==> src/fasr_pkg.sv <==
package fasr_pkg;

	// Register index width; byte address is four times the index
	localparam int unsigned FASR_IDX_W = 14;
	localparam int unsigned FASR_DAT_W = 32;
	localparam int unsigned FASR_SEL_W = 4;

	// Register indices
	localparam logic [13:0] FASR_IDX_SEQ_STATE   = 14'h06b8;
	localparam logic [13:0] FASR_IDX_INIT_ANGLE  = 14'h06fc;
	localparam logic [13:0] FASR_IDX_BEMF_D      = 14'h0742;
	localparam logic [13:0] FASR_IDX_BEMF_Q      = 14'h0744;
	localparam logic [13:0] FASR_IDX_SPEED       = 14'h0752;
	localparam logic [13:0] FASR_IDX_ROTOR_ANGLE = 14'h0756;
	localparam logic [13:0] FASR_IDX_INT_STATUS  = 14'h07f0;
	localparam logic [13:0] FASR_IDX_INT_MASK    = 14'h07f1;
	localparam logic [13:0] FASR_IDX_UPD_CNT_LO  = 14'h07f2;
	localparam logic [13:0] FASR_IDX_UPD_CNT_HI  = 14'h07f3;

	// Channel numbering of the stored values
	localparam int unsigned FASR_NUM_CH         = 6;
	localparam int unsigned FASR_CH_SEQ_STATE   = 0;
	localparam int unsigned FASR_CH_INIT_ANGLE  = 1;
	localparam int unsigned FASR_CH_BEMF_D      = 2;
	localparam int unsigned FASR_CH_BEMF_Q      = 3;
	localparam int unsigned FASR_CH_SPEED       = 4;
	localparam int unsigned FASR_CH_ROTOR_ANGLE = 5;

	// Field layout
	localparam int unsigned FASR_STATE_W    = 16;
	localparam int unsigned FASR_FRAC_BITS  = 27;
	localparam int unsigned FASR_CNT_W      = 8;
	localparam int unsigned FASR_EV_W       = 8;
	localparam int unsigned FASR_EV_SEQ_DONE  = 6;
	localparam int unsigned FASR_EV_SEQ_FAULT = 7;

	// Reset values
	localparam logic [31:0] FASR_WORD_RST = 32'h0000_0000;
	localparam logic [7:0]  FASR_EV_RST   = 8'h00;
	localparam logic [7:0]  FASR_CNT_RST  = 8'h00;

	// Initial position sequence states
	typedef enum logic [15:0] {
		FASR_SEQ_INIT          = 16'h0000,
		FASR_SEQ_VECTOR_CONFIG = 16'h0001,
		FASR_SEQ_RUN           = 16'h0002,
		FASR_SEQ_SLOW_RISE_CLK = 16'h0003,
		FASR_SEQ_SLOW_FALL_CLK = 16'h0004,
		FASR_SEQ_WAIT_DECAY    = 16'h0005,
		FASR_SEQ_GET_TIMES     = 16'h0006,
		FASR_SEQ_SET_NEXT_VEC  = 16'h0007,
		FASR_SEQ_CALC_SECTOR   = 16'h0008,
		FASR_SEQ_CALC_POSITION = 16'h0009,
		FASR_SEQ_CALC_ANGLE    = 16'h000a,
		FASR_SEQ_COMPLETE      = 16'h000b,
		FASR_SEQ_FAULT         = 16'h000c
	} fasr_seq_state_t;

endpackage

==> src/fasr_status_regs.sv <==
// Design decision made here: the Wishbone interface to the registers.
`timescale 1ns/1ps
module fasr_status_regs
	import fasr_pkg::*;
(
	input  wire logic        clock,
	input  wire logic        nrst,
	input  wire logic        wb_cyc_i,
	input  wire logic        wb_stb_i,
	input  wire logic        wb_we_i,
	input  wire logic [15:0] wb_adr_i,
	input  wire logic [3:0]  wb_sel_i,
	input  wire logic [31:0] wb_dat_i,
	output logic      [31:0] wb_dat_o,
	output logic             wb_ack_o,
	output logic             irq,
	input  wire logic        seq_state_vld,
	input  wire logic [15:0] seq_state_dat,
	input  wire logic        init_angle_vld,
	input  wire logic [31:0] init_angle_dat,
	input  wire logic        bemf_d_vld,
	input  wire logic [31:0] bemf_d_dat,
	input  wire logic        bemf_q_vld,
	input  wire logic [31:0] bemf_q_dat,
	input  wire logic        speed_vld,
	input  wire logic [31:0] speed_dat,
	input  wire logic        rotor_angle_vld,
	input  wire logic [31:0] rotor_angle_dat
);

	// Update strobes and words from the control algorithm, gathered per channel
	logic [FASR_NUM_CH-1:0] upd_vld;
	logic [31:0]            upd_dat [FASR_NUM_CH];

	assign upd_vld[FASR_CH_SEQ_STATE]   = seq_state_vld;
	assign upd_vld[FASR_CH_INIT_ANGLE]  = init_angle_vld;
	assign upd_vld[FASR_CH_BEMF_D]      = bemf_d_vld;
	assign upd_vld[FASR_CH_BEMF_Q]      = bemf_q_vld;
	assign upd_vld[FASR_CH_SPEED]       = speed_vld;
	assign upd_vld[FASR_CH_ROTOR_ANGLE] = rotor_angle_vld;

	// Upper half of the state word is reserved and stays zero
	assign upd_dat[FASR_CH_SEQ_STATE]   = {16'h0000, seq_state_dat};
	assign upd_dat[FASR_CH_INIT_ANGLE]  = init_angle_dat;
	assign upd_dat[FASR_CH_BEMF_D]      = bemf_d_dat;
	assign upd_dat[FASR_CH_BEMF_Q]      = bemf_q_dat;
	assign upd_dat[FASR_CH_SPEED]       = speed_dat;
	assign upd_dat[FASR_CH_ROTOR_ANGLE] = rotor_angle_dat;

	// Stored values and per-channel update counters
	logic [31:0]           val_reg [FASR_NUM_CH];
	logic [FASR_CNT_W-1:0] cnt_reg [FASR_NUM_CH];

	// One storage slot per channel; only the algorithm strobe loads it
	genvar ch;
	generate
		for (ch = 0; ch < FASR_NUM_CH; ch++) begin : g_ch
			always_ff @(posedge clock) begin
				if (!nrst) begin
					val_reg[ch] <= FASR_WORD_RST;
				end else if (upd_vld[ch]) begin
					val_reg[ch] <= upd_dat[ch];
				end
			end

			// Counter wraps, so software sees activity by difference
			always_ff @(posedge clock) begin
				if (!nrst) begin
					cnt_reg[ch] <= FASR_CNT_RST;
				end else if (upd_vld[ch]) begin
					cnt_reg[ch] <= cnt_reg[ch] + 8'h01;
				end
			end
		end
	endgenerate

	// Sequence state as stored, for completion and fault detection
	logic [15:0] seq_now;
	logic        seq_enter_done;
	logic        seq_enter_fault;

	assign seq_now         = val_reg[FASR_CH_SEQ_STATE][15:0];
	// Done and fault events fire only on entry, so repeated state reports do not re-raise them
	assign seq_enter_done  = seq_state_vld
		&& (seq_state_dat == FASR_SEQ_COMPLETE)
		&& (seq_now != FASR_SEQ_COMPLETE);
	assign seq_enter_fault = seq_state_vld
		&& (seq_state_dat == FASR_SEQ_FAULT)
		&& (seq_now != FASR_SEQ_FAULT);

	// Bus request decode; the slave answers one cycle after the request
	logic        req;
	logic        take;
	logic        wr_take;
	logic [13:0] idx;

	assign req     = wb_cyc_i && wb_stb_i;
	assign take    = req && !wb_ack_o;
	assign wr_take = take && wb_we_i;
	assign idx     = wb_adr_i[15:2];

	// Address hits
	logic hit_seq;
	logic hit_init_angle;
	logic hit_bemf_d;
	logic hit_bemf_q;
	logic hit_speed;
	logic hit_rotor_angle;
	logic hit_status;
	logic hit_mask;
	logic hit_cnt_lo;
	logic hit_cnt_hi;

	assign hit_seq         = (idx == FASR_IDX_SEQ_STATE);
	assign hit_init_angle  = (idx == FASR_IDX_INIT_ANGLE);
	assign hit_bemf_d      = (idx == FASR_IDX_BEMF_D);
	assign hit_bemf_q      = (idx == FASR_IDX_BEMF_Q);
	assign hit_speed       = (idx == FASR_IDX_SPEED);
	assign hit_rotor_angle = (idx == FASR_IDX_ROTOR_ANGLE);
	assign hit_status      = (idx == FASR_IDX_INT_STATUS);
	assign hit_mask        = (idx == FASR_IDX_INT_MASK);
	assign hit_cnt_lo      = (idx == FASR_IDX_UPD_CNT_LO);
	assign hit_cnt_hi      = (idx == FASR_IDX_UPD_CNT_HI);

	// Interrupt status and mask; the low byte lane carries both
	logic [FASR_EV_W-1:0] status_reg;
	logic [FASR_EV_W-1:0] status_next;
	logic [FASR_EV_W-1:0] mask_reg;
	logic [FASR_EV_W-1:0] mask_next;
	logic [FASR_EV_W-1:0] ev_set;
	logic [FASR_EV_W-1:0] ev_clr;
	logic                 mask_wr;

	// Only status and mask accept writes; value addresses drop them
	assign ev_set      = {seq_enter_fault, seq_enter_done, upd_vld};
	assign ev_clr      = (wr_take && hit_status && wb_sel_i[0]) ? wb_dat_i[7:0] : FASR_EV_RST;
	assign status_next = (status_reg & ~ev_clr) | ev_set; // Set wins over clear
	assign mask_wr     = wr_take && hit_mask && wb_sel_i[0];
	assign mask_next   = mask_wr ? wb_dat_i[7:0] : mask_reg;

	always_ff @(posedge clock) begin
		if (!nrst) begin
			status_reg <= FASR_EV_RST;
			mask_reg   <= FASR_EV_RST;
		end else begin
			status_reg <= status_next;
			mask_reg   <= mask_next;
		end
	end

	// Level interrupt while any unmasked event is pending
	assign irq = |(status_reg & mask_reg);

	// Read selection; unmapped indices read zero
	logic [31:0] rd_mux;

	assign rd_mux =
		hit_seq         ? val_reg[FASR_CH_SEQ_STATE]   :
		hit_init_angle  ? val_reg[FASR_CH_INIT_ANGLE]  :
		hit_bemf_d      ? val_reg[FASR_CH_BEMF_D]      :
		hit_bemf_q      ? val_reg[FASR_CH_BEMF_Q]      :
		hit_speed       ? val_reg[FASR_CH_SPEED]       :
		hit_rotor_angle ? val_reg[FASR_CH_ROTOR_ANGLE] :
		hit_status      ? {24'h000000, status_reg}     :
		hit_mask        ? {24'h000000, mask_reg}       :
		hit_cnt_lo      ? {cnt_reg[3], cnt_reg[2], cnt_reg[1], cnt_reg[0]} :
		hit_cnt_hi      ? {16'h0000, cnt_reg[5], cnt_reg[4]} :
		FASR_WORD_RST;

	// Acknowledge and read data, both registered
	always_ff @(posedge clock) begin
		if (!nrst) begin
			wb_ack_o <= 1'b0;
			wb_dat_o <= FASR_WORD_RST;
		end else begin
			wb_ack_o <= take;
			if (take && !wb_we_i) begin
				wb_dat_o <= rd_mux;
			end
		end
	end

endmodule

==> config.mk <==
export PLATFORM = sky130hd
export DESIGN_NAME = fasr_status_regs
export DESIGN_NICKNAME = d
export VERILOG_FILES = /design/src/fasr_pkg.sv /design/src/fasr_status_regs.sv
export SDC_FILE = /design/constraint.sdc
export NUM_CORES = 1
export LEC_CHECK = 0
export BUFFER_PORTS_ARGS = -buffer_cell sky130_fd_sc_hd__buf_2
export CAP_MARGIN = 10
export CORE_MARGIN = 3
export CORE_UTILIZATION = 55
export DETAILED_ROUTE_END_ITERATION = 12
export GPL_TIMING_DRIVEN = 1
export PLACE_DENSITY = 0.8
export SETUP_SLACK_MARGIN = 0.3
export SLEW_MARGIN = 20
export SYNTH_ARGS = -nofsm -noshare
export SYNTH_HDL_FRONTEND = slang
export SYNTH_SLANG_ARGS = --single-unit
==> constraint.sdc <==
create_clock -name clock -period 2.5 [get_ports clock]
set_clock_uncertainty 0.2 [all_clocks]
set_input_delay 0.375 -clock clock [delete_from_list [all_inputs] [get_ports clock]]
set_output_delay 0.375 -clock clock [all_outputs]
set_load 0.1 [all_outputs]
Word-level counts from Yosys, hierarchy flattened

Memories as Yosys holds them, arrays and structs flattened.
Cells that the tools add are included.

Add/subtract/negate cells: 6
Eq/ne operators: 14
Mux-type cells: 42
Bitwise logic cells: 16
Reduce and logical (&&, ||, !) cells: 15

Operator list:

| kind                   | number |
|---|---|
| $mux W32               | 15 |
| $eq A14 B11 Y1 const B | 10 |
| $mux W8                | 7 |
| $add A8 B1 Y8 const B  | 6 |
| $eq A16 B4 Y1 const B  | 2 |
| $ne A16 B4 Y1 const B  | 2 |
| $mux W1                | 19 |
| $and A8 B8 Y8          | 2 |
| $mux W16               | 1 |
| $logic_and A1 B1 Y1    | 12 |
| $or A1 B1 Y1           | 12 |
| $not A8 Y8             | 1 |
| $or A8 B8 Y8           | 1 |
| $reduce_or A8 Y1       | 1 |
| $logic_not A1 Y1       | 2 |

Register bits: 49
Bits in writable memories: 240
Bits of input ports: 239
Output and inout port bits: 34
Memories: 2

Memory list:

| memory  | words | width | rd ports | clocked after Yosys merged registers in | wr ports | RTL line               | RTL |
|---|---|---|---|---|---|---|---|
| val_reg | 6     | 32    | 6        | 0                                       | 6        | fasr_status_regs.sv:51 | `logic [31:0] val_reg [FASR_NUM_CH];` |
| cnt_reg | 6     | 8     | 6        | 0                                       | 6        | fasr_status_regs.sv:52 | `logic [FASR_CNT_W-1:0] cnt_reg [FASR_NUM_CH];` |

Longest topological paths before layout

Gate-level depths: netlist of run 1.

Depth after elaboration: 11
Gate-level depth with buffers: 10
Gate-level depth less buffers: 5

Worst setup path before layout of run 1

OpenSTA, ideal clock, no wires.

Kind: reg-to-reg
From: register wb_ack_o
To: register wb_dat_o[26]
Data arrival time: 2,235 ps
Data required time: 2,173 ps
Setup slack: -62 ps
Stages on the path, launching flop included: 9
Buffers on the path: 3
Period minus slack after synthesis: 2,562 ps
Path through: dfxtp_1 and3b_1 nand2b_1 clkbuf_1 nor3_1 nand2b_1 clkbuf_1 buf_4 o31ai_1

Longest elaborated chain between the ends: 3

RTL lines:

| element                | RTL line                | RTL |
|---|---|---|
| from (decl)            | fasr_status_regs.sv:15  | `output logic wb_ack_o,` |
| from (signal assigned) | fasr_status_regs.sv:176 | `wb_ack_o <= take;` |
| $logic_not A1 Y1       | fasr_status_regs.sv:98  | `assign take = req && !wb_ack_o;` |
| $logic_and A1 B1 Y1    | fasr_status_regs.sv:98  |  |
| $logic_and A1 B1 Y1    | fasr_status_regs.sv:177 | `if (take && !wb_we_i) begin` |
| to (signal assigned)   | fasr_status_regs.sv:178 | `wb_dat_o <= rd_mux;` |
| to (decl)              | fasr_status_regs.sv:14  | `output logic [31:0] wb_dat_o,` |

No other way between the ends.
A chain may end at the register's enable or synchronous reset.

Worst setup path in the final report of run 1

From: input port wb_adr_i[4]
To: register wb_dat_o[5]

Longest elaborated chain between the ends: 11
Elaborated cells on any way between the ends: 20

RTL lines:

| element        | RTL line                | RTL |
|---|---|---|
| from (decl)    | fasr_status_regs.sv:11  | `input wire logic [15:0] wb_adr_i,` |
| $eq A14 B11 Y1 | fasr_status_regs.sv:123 | `assign hit_cnt_hi = (idx == FASR_IDX_UPD_CNT_HI);` |
| $mux W16       | fasr_status_regs.sv:167 | `hit_cnt_hi ? {16'h0000, cnt_reg[5], cnt_reg[4]} :` |
| $mux W32       | fasr_status_regs.sv:166 | `hit_cnt_lo ? {cnt_reg[3], cnt_reg[2], cnt_reg[1], cnt_reg[0]} :` |
| $mux W32       | fasr_status_regs.sv:165 | `hit_mask ? {24'h000000, mask_reg} :` |
| $mux W32       | fasr_status_regs.sv:164 | `hit_status ? {24'h000000, status_reg} :` |
| $mux W32       | fasr_status_regs.sv:163 | `hit_rotor_angle ? val_reg[FASR_CH_ROTOR_ANGLE] :` |
| $mux W32       | fasr_status_regs.sv:162 | `hit_speed ? val_reg[FASR_CH_SPEED] :` |
| $mux W32       | fasr_status_regs.sv:161 | `hit_bemf_q ? val_reg[FASR_CH_BEMF_Q] :` |
| $mux W32       | fasr_status_regs.sv:160 | `hit_bemf_d ? val_reg[FASR_CH_BEMF_D] :` |
| $mux W32       | fasr_status_regs.sv:159 | `hit_init_angle ? val_reg[FASR_CH_INIT_ANGLE] :` |
| $mux W32 (*)   | fasr_status_regs.sv:158 | `hit_seq ? val_reg[FASR_CH_SEQ_STATE] :` |

Mark *: on every way between the ends. The rest lies on a longest branch, timed or not.

==> results of run 1 <==
synthesized netlist by cell type (6+ instances only):
cell type / count
ha_1: 6
a32o_1: 20
and2_1: 6
a21boi_0: 8
nor3_1: 8
a221oi_1: 32
o21ai_0: 13
nand3_1: 49
buf_2: 13
inv_1: 7
or4_1: 7
a22oi_1: 30
nand4_1: 11
o31ai_2: 8
o211ai_1: 9
nand2b_1: 9
xnor2_1: 12
a21oi_1: 46
nand3b_1: 8
o2bb2ai_1: 9
edfxtp_1: 224
and3_1: 207
or3_1: 7
xor2_1: 24
nor4b_1: 6
o31ai_1: 8
dfxtp_1: 49
o21a_1: 9
mux2i_1: 8
o22ai_1: 26
nor2_1: 83
nand2_1: 26
clkbuf_1: 71
worst paths after layout:
path                     startpoint             end  slack [ns]  depth (start not counted)
hold reg to reg         wb_dat_o[2]     wb_dat_o[2]        0.29                          2
setup reg to reg           wb_ack_o    wb_dat_o[24]        0.36                          5
setup / recovery        wb_adr_i[4]     wb_dat_o[5]        0.29                          6
hold / removal    init_angle_dat[3]  val_reg[0][35]       0.009                          2
what timing repair did:
item	in CTS	in global routing
gates resized for setup	0	6
endpoints found under the hold margin	188	0
endpoints found under the setup margin	0	21
hold buffers	183	0
metrics by stage:
stage | worst slack [ns] | TNS [ns]
CTS | 0.325 | 0
finish | 0.294 | 0
detailed placement | -0.218 | -0.761
floorplan | 0.137 | 0
global placement | -0.247 | -0.877
global route | 0.231 | 0
metal layers:
layer  share of wire (%)  vias to the layer above  global-route usage [%]  wire [um]
met3                  12                      122                    8.07       5330
met4                 3.5                        0                    11.3       1590
met2                  47                      865                    54.5      21300
met1                  38                     5767                    47.2      17500
met5                   0                        -                       0          0
li1                    -                     5335                       -          -
cell type report:
| type | instances | area share, % |
|---|---|---|
| clock inverter | 18 | 1.28 |
| multi-input combinational | 753 | 28.0 |
| tap | 313 | 2.17 |
| sequential | 273 | 42.7 |
| inverter | 8 | 0.166 |
| timing repair buffer | 522 | 21.7 |
| antenna | 1 | 0.0139 |
| clock buffer | 34 | 4.00 |
logic make-up after synthesis:
logic type,count (synthesis),share of synthesized area [%]
simple gates,464,20.7
flops,273,58.8
compound gates,239,13.6
buf+inv,102,3.33
xor+xnor,36,2.40
mux,8,0.611
fa+ha+maj,6,0.572
power by group through the flow:
stage	clock (uW)	combinational (uW)	sequential, uW
CTS	4360	1040	5430
finish	4410	1090	5450
floorplan	0	393	5500
global route	4600	1160	5470
global placement	0	793	5520
detailed placement	0	813	5530
==> summary.txt, run 1 <==
GPL Wtd Cong: 0.997
Util after Layout: 78.3%
sequential share of power: 49.8%
wire length per cell: 23.8 um
CP top delay family: simple AND/OR/NAND/NOR gates
Clock power frac: 40.3%
outcome: finished, final reports clean
PD cells: 607 nW/um2
Worst-Skew Late Latency: 0.56 ns
critical path peak fanout: 18
syn_area_per_cell: 11.6 um2
clk buf depth: 3
PortBufs: 243
grt ovf: 0
nets: 1831
Core ar.: 23100 um2
Setup Viol. Count Final: 0
CP peak stage delay: 0.71 ns
Ys Warns: 0
most common cell after layout, fill and taps aside: buf_2
Placement Cell Area: 15300 um2
post-synthesis sequential area ratio: 58.8%
Startpoint Class: primary input
max reg flops: 176
Leak: 0.00766 uW
max-slew violations: 0
Max Fclk: 0.453 GHz
post-CTS setup buffer count: 0
fin crit share: 88.3%
crit path DAT: 2.43 ns
Max Cap Viol: 0
Post-synth EDFFs: 224
worst-path cell chain: buf_2 -> and4bb_2 -> and2_1 -> a2111oi_1 -> buf_4 -> o22ai_1
Post-DP HPWL: 28700 um
Vias: 12089
die area: 25700 um2
drt first pass iters: 6
NetSw: 2590 uW
# DRC: 0
CP endpoint kind: flop
number of cell rows: 55
#FFs+latches synth: 273
Yosys top cell area share: 51.3%
Clock Tree Root: clkbuf_16
largest area contributor in the netlist: edfxtp_1
Detailed Route Iter0 Violations: 1574
sw frac: 23.7%
Mapped Area: 13100 um2
CTS clock-pin slew for the worst setup and hold paths: 0.06 ns
Crit-path slowest cell: a2111oi_1
multi-input logic area: 5060 um2
vias per inst: 6.29
design area: 18100 um2
Layout area overhead: 37.7%
Non-Filler Instances: 1922
ys flop type: edfxtp_1
kind of critical path: primary input to flop
relative slew slack: 29.6%
FF+latch area: 7710 um2
Cell variety after synth: 62
most frequent cells in the layout: buf_2 (241), edfxtp_1 (224), and3_1 (207)
final hold vios: 0
CTS H-tree lvls: 1
post-route ant nets: 0
Die Height: 160 um
Worst Hold Slack: 0.00910 ns
Pwr Total: 11000 uW
initial antenna violation count: 2
Peak VDD IR: 0.499 mV
Worst-Margin Slew: 1.05 ns
vias in the first global route: 12060
internal power: 8360 uW
post-synth net total: 1373
Syn Inst Count: 1128
CTS tree: yes
Fillers: 1363
global-route wire length before repair: 69700 um
largest cells by area after synthesis: edfxtp_1 (51%), and3_1 (9.9%), dfxtp_1 (7.5%), nor2_1 (2.4%), a221oi_1 (2.1%)
Num CTS Buffers: 28
worst hold path type: primary input to flop
Required @ worst endpoint: 2.72 ns
Bufs and invs on worst path: 2
Synth async-reset ratio: 0%
power share of the combinational group: 9.9%
Clock Sinks: 273
DP Cell Count: 1686
total wire length: 45800 um
Initial Utilization: 56.9%
Top Ports: 273
largest net degree at the start of global routing: 65
RSZ-0062 raised after global routing: false
minimum clock period: 2.21 ns
GRT Total Usage: 34.4%
ratio of cells with drive above 1 in the final layout: 25.9%
Die X: 160 um
No activity file was read; power rests on OpenSTA's default activity.
==> inputs of run 2 (changes only) <==
--- a/config.mk
+++ b/config.mk
@@ -5,11 +5,11 @@
 export SDC_FILE = /design/constraint.sdc
 export NUM_CORES = 1
 export LEC_CHECK = 0
-export BUFFER_PORTS_ARGS = -buffer_cell sky130_fd_sc_hd__buf_2
 export CAP_MARGIN = 10
 export CORE_MARGIN = 3
-export CORE_UTILIZATION = 55
+export CORE_UTILIZATION = 64
 export DETAILED_ROUTE_END_ITERATION = 12
+export DONT_BUFFER_PORTS = 1
 export GPL_TIMING_DRIVEN = 1
 export PLACE_DENSITY = 0.8
 export SETUP_SLACK_MARGIN = 0.3
==> run 2 against run 1 <==
Compared with the run above: wire length rose by 5.5%; via count is 0.65% higher; total power increased by 0.68%; design area is 3.4% lower; non-clock buffer count down 180; global-route usage increased by 7.9 points; utilization rose by 9.8 points; sequential cell count unchanged; worst setup slack gained 0.042 ns; final cell count shrank 12%; largest cell class unchanged; largest power group unchanged.
==> summary.txt, run 2 (synthesized netlist as in run 1, its figures left out) <==
Max Fclk: 0.462 GHz
post-route ant nets: 0
Initial Utilization: 66.3%
GPL Wtd Cong: 0.922
crit path DAT: 1.59 ns
Clock power frac: 42.0%
CP peak stage delay: 0.35 ns
vias in the first global route: 11846
nets: 1651
sequential share of power: 49.6%
Post-DP HPWL: 25700 um
wire length per cell: 28.5 um
Peak VDD IR: 0.567 mV
Num CTS Buffers: 28
max reg flops: 176
die area: 22200 um2
ratio of cells with drive above 1 in the final layout: 12.4%
PD cells: 632 nW/um2
PortBufs: 0
outcome: finished, final reports clean
drt first pass iters: 6
CTS H-tree lvls: 1
DP Cell Count: 1384
Clock Sinks: 273
CP top delay family: flip-flops
Leak: 0.00712 uW
sw frac: 22.7%
most frequent cells in the layout: dlygate4sd3_1 (246), edfxtp_1 (224), and3_1 (207)
Layout area overhead: 33.0%
grt ovf: 0
largest net degree at the start of global routing: 139
internal power: 8520 uW
# DRC: 0
Die Height: 149 um
vias per inst: 7.18
RSZ-0062 raised after global routing: true
number of cell rows: 51
Clock Tree Root: clkbuf_16
CTS clock-pin slew for the worst setup and hold paths: 0.06 ns
Worst-Margin Slew: 1.12 ns
critical path peak fanout: 3
Worst-Skew Late Latency: 0.54 ns
Setup Viol. Count Final: 0
total wire length: 48300 um
worst-path cell chain: a22oi_2 -> nand4_1 -> buf_4
most common cell after layout, fill and taps aside: dlygate4sd3_1
kind of critical path: flop to output pin
relative slew slack: 25.5%
Bufs and invs on worst path: 1
power share of the combinational group: 8.5%
CTS tree: yes
Vias: 12167
Max Cap Viol: 0
final hold vios: 0
global-route wire length before repair: 71400 um
fin crit share: 86.6%
Non-Filler Instances: 1694
CP endpoint kind: output pin
Die X: 149 um
GRT Total Usage: 42.3%
Pwr Total: 11000 uW
Startpoint Class: flop
final setup TNS: 0 ns
Detailed Route Iter0 Violations: 1840
Required @ worst endpoint: 1.92 ns
max-slew violations: 0
Crit-path slowest cell: dfxtp_1
Core ar.: 19800 um2
Fillers: 889
worst hold path type: primary input to flop
Util after Layout: 88.2%
initial antenna violation count: 10
NetSw: 2510 uW
clk buf depth: 3
Top Ports: 273
minimum clock period: 2.16 ns
[run 2: final timing paths]
path	slack, ns	to	depth (start not counted)	start
max reg2reg	0.36	mask_reg[7]	5	wb_ack_o
min reg2reg	0.30	wb_dat_o[16]	2	wb_dat_o[16]
max	0.34	irq	3	status_reg[4]
min	0.02	cnt_reg[4][4]	2	speed_vld
[run 2: what timing repair did]
action | 4_1_cts | 5_1_grt
endpoints found under the setup margin | 22 | 47
hold buffers | 252 | 0
gates resized for setup | 1 | 7
buffers inserted | 5 | 0
endpoints found under the hold margin | 208 | 0
pin swaps | 1 | 0
[run 2: power by group through the flow]
stage               Combinational [uW]  Clock, uW  Sequential (uW)
CTS                                863       4530             5430
finish                             932       4630             5470
global placement                   480          0             5510
global route                       979       4740             5480
floorplan                          393          0             5500
detailed placement                 490          0             5520
[run 2: worst register-to-register path, stage by stage (launching register included)]
cell and delay (ns):
dfxtp_4 0.35, and3b_1 0.25, nand3_1 0.18, nand3b_1 0.54
mux2i_1 0.39, nor2_1 0.10
[run 2: per-stage QoR]
step                setup WS, ns  instance area, um2  hold WS (ns)
finish                     0.335               17400        0.0217
global route               0.267               17400        0.0358
CTS                        0.300               17400       0.00448
detailed placement       -0.0220               13800         0.290
global placement          0.0545               13800         0.282
floorplan                  0.137               13200         0.278
[run 2: area by class of cell]
class / count / area, um2 / area share (%)
Antenna cell: 3 / 7.51 / 0.0430
Clock buffer: 36 / 816 / 4.68
Clock inverter: 14 / 198 / 1.13
Inverter: 8 / 30.0 / 0.172
Multi-Input combinational cell: 753 / 5080 / 29.1
Sequential cell: 273 / 7710 / 44.2
Tap cell: 265 / 332 / 1.90
Timing Repair Buffer: 342 / 3270 / 18.7
[run 2: layer usage]
layer / track usage [%] / vias to the layer above / part of all wire [%]
li1: - / 4974 / -
met4: 15.4 / 6 / 4.4
met5: 0 / - / 0.085
met2: 68.1 / 1181 / 47
met1: 55.6 / 5792 / 34
met3: 11.5 / 214 / 14
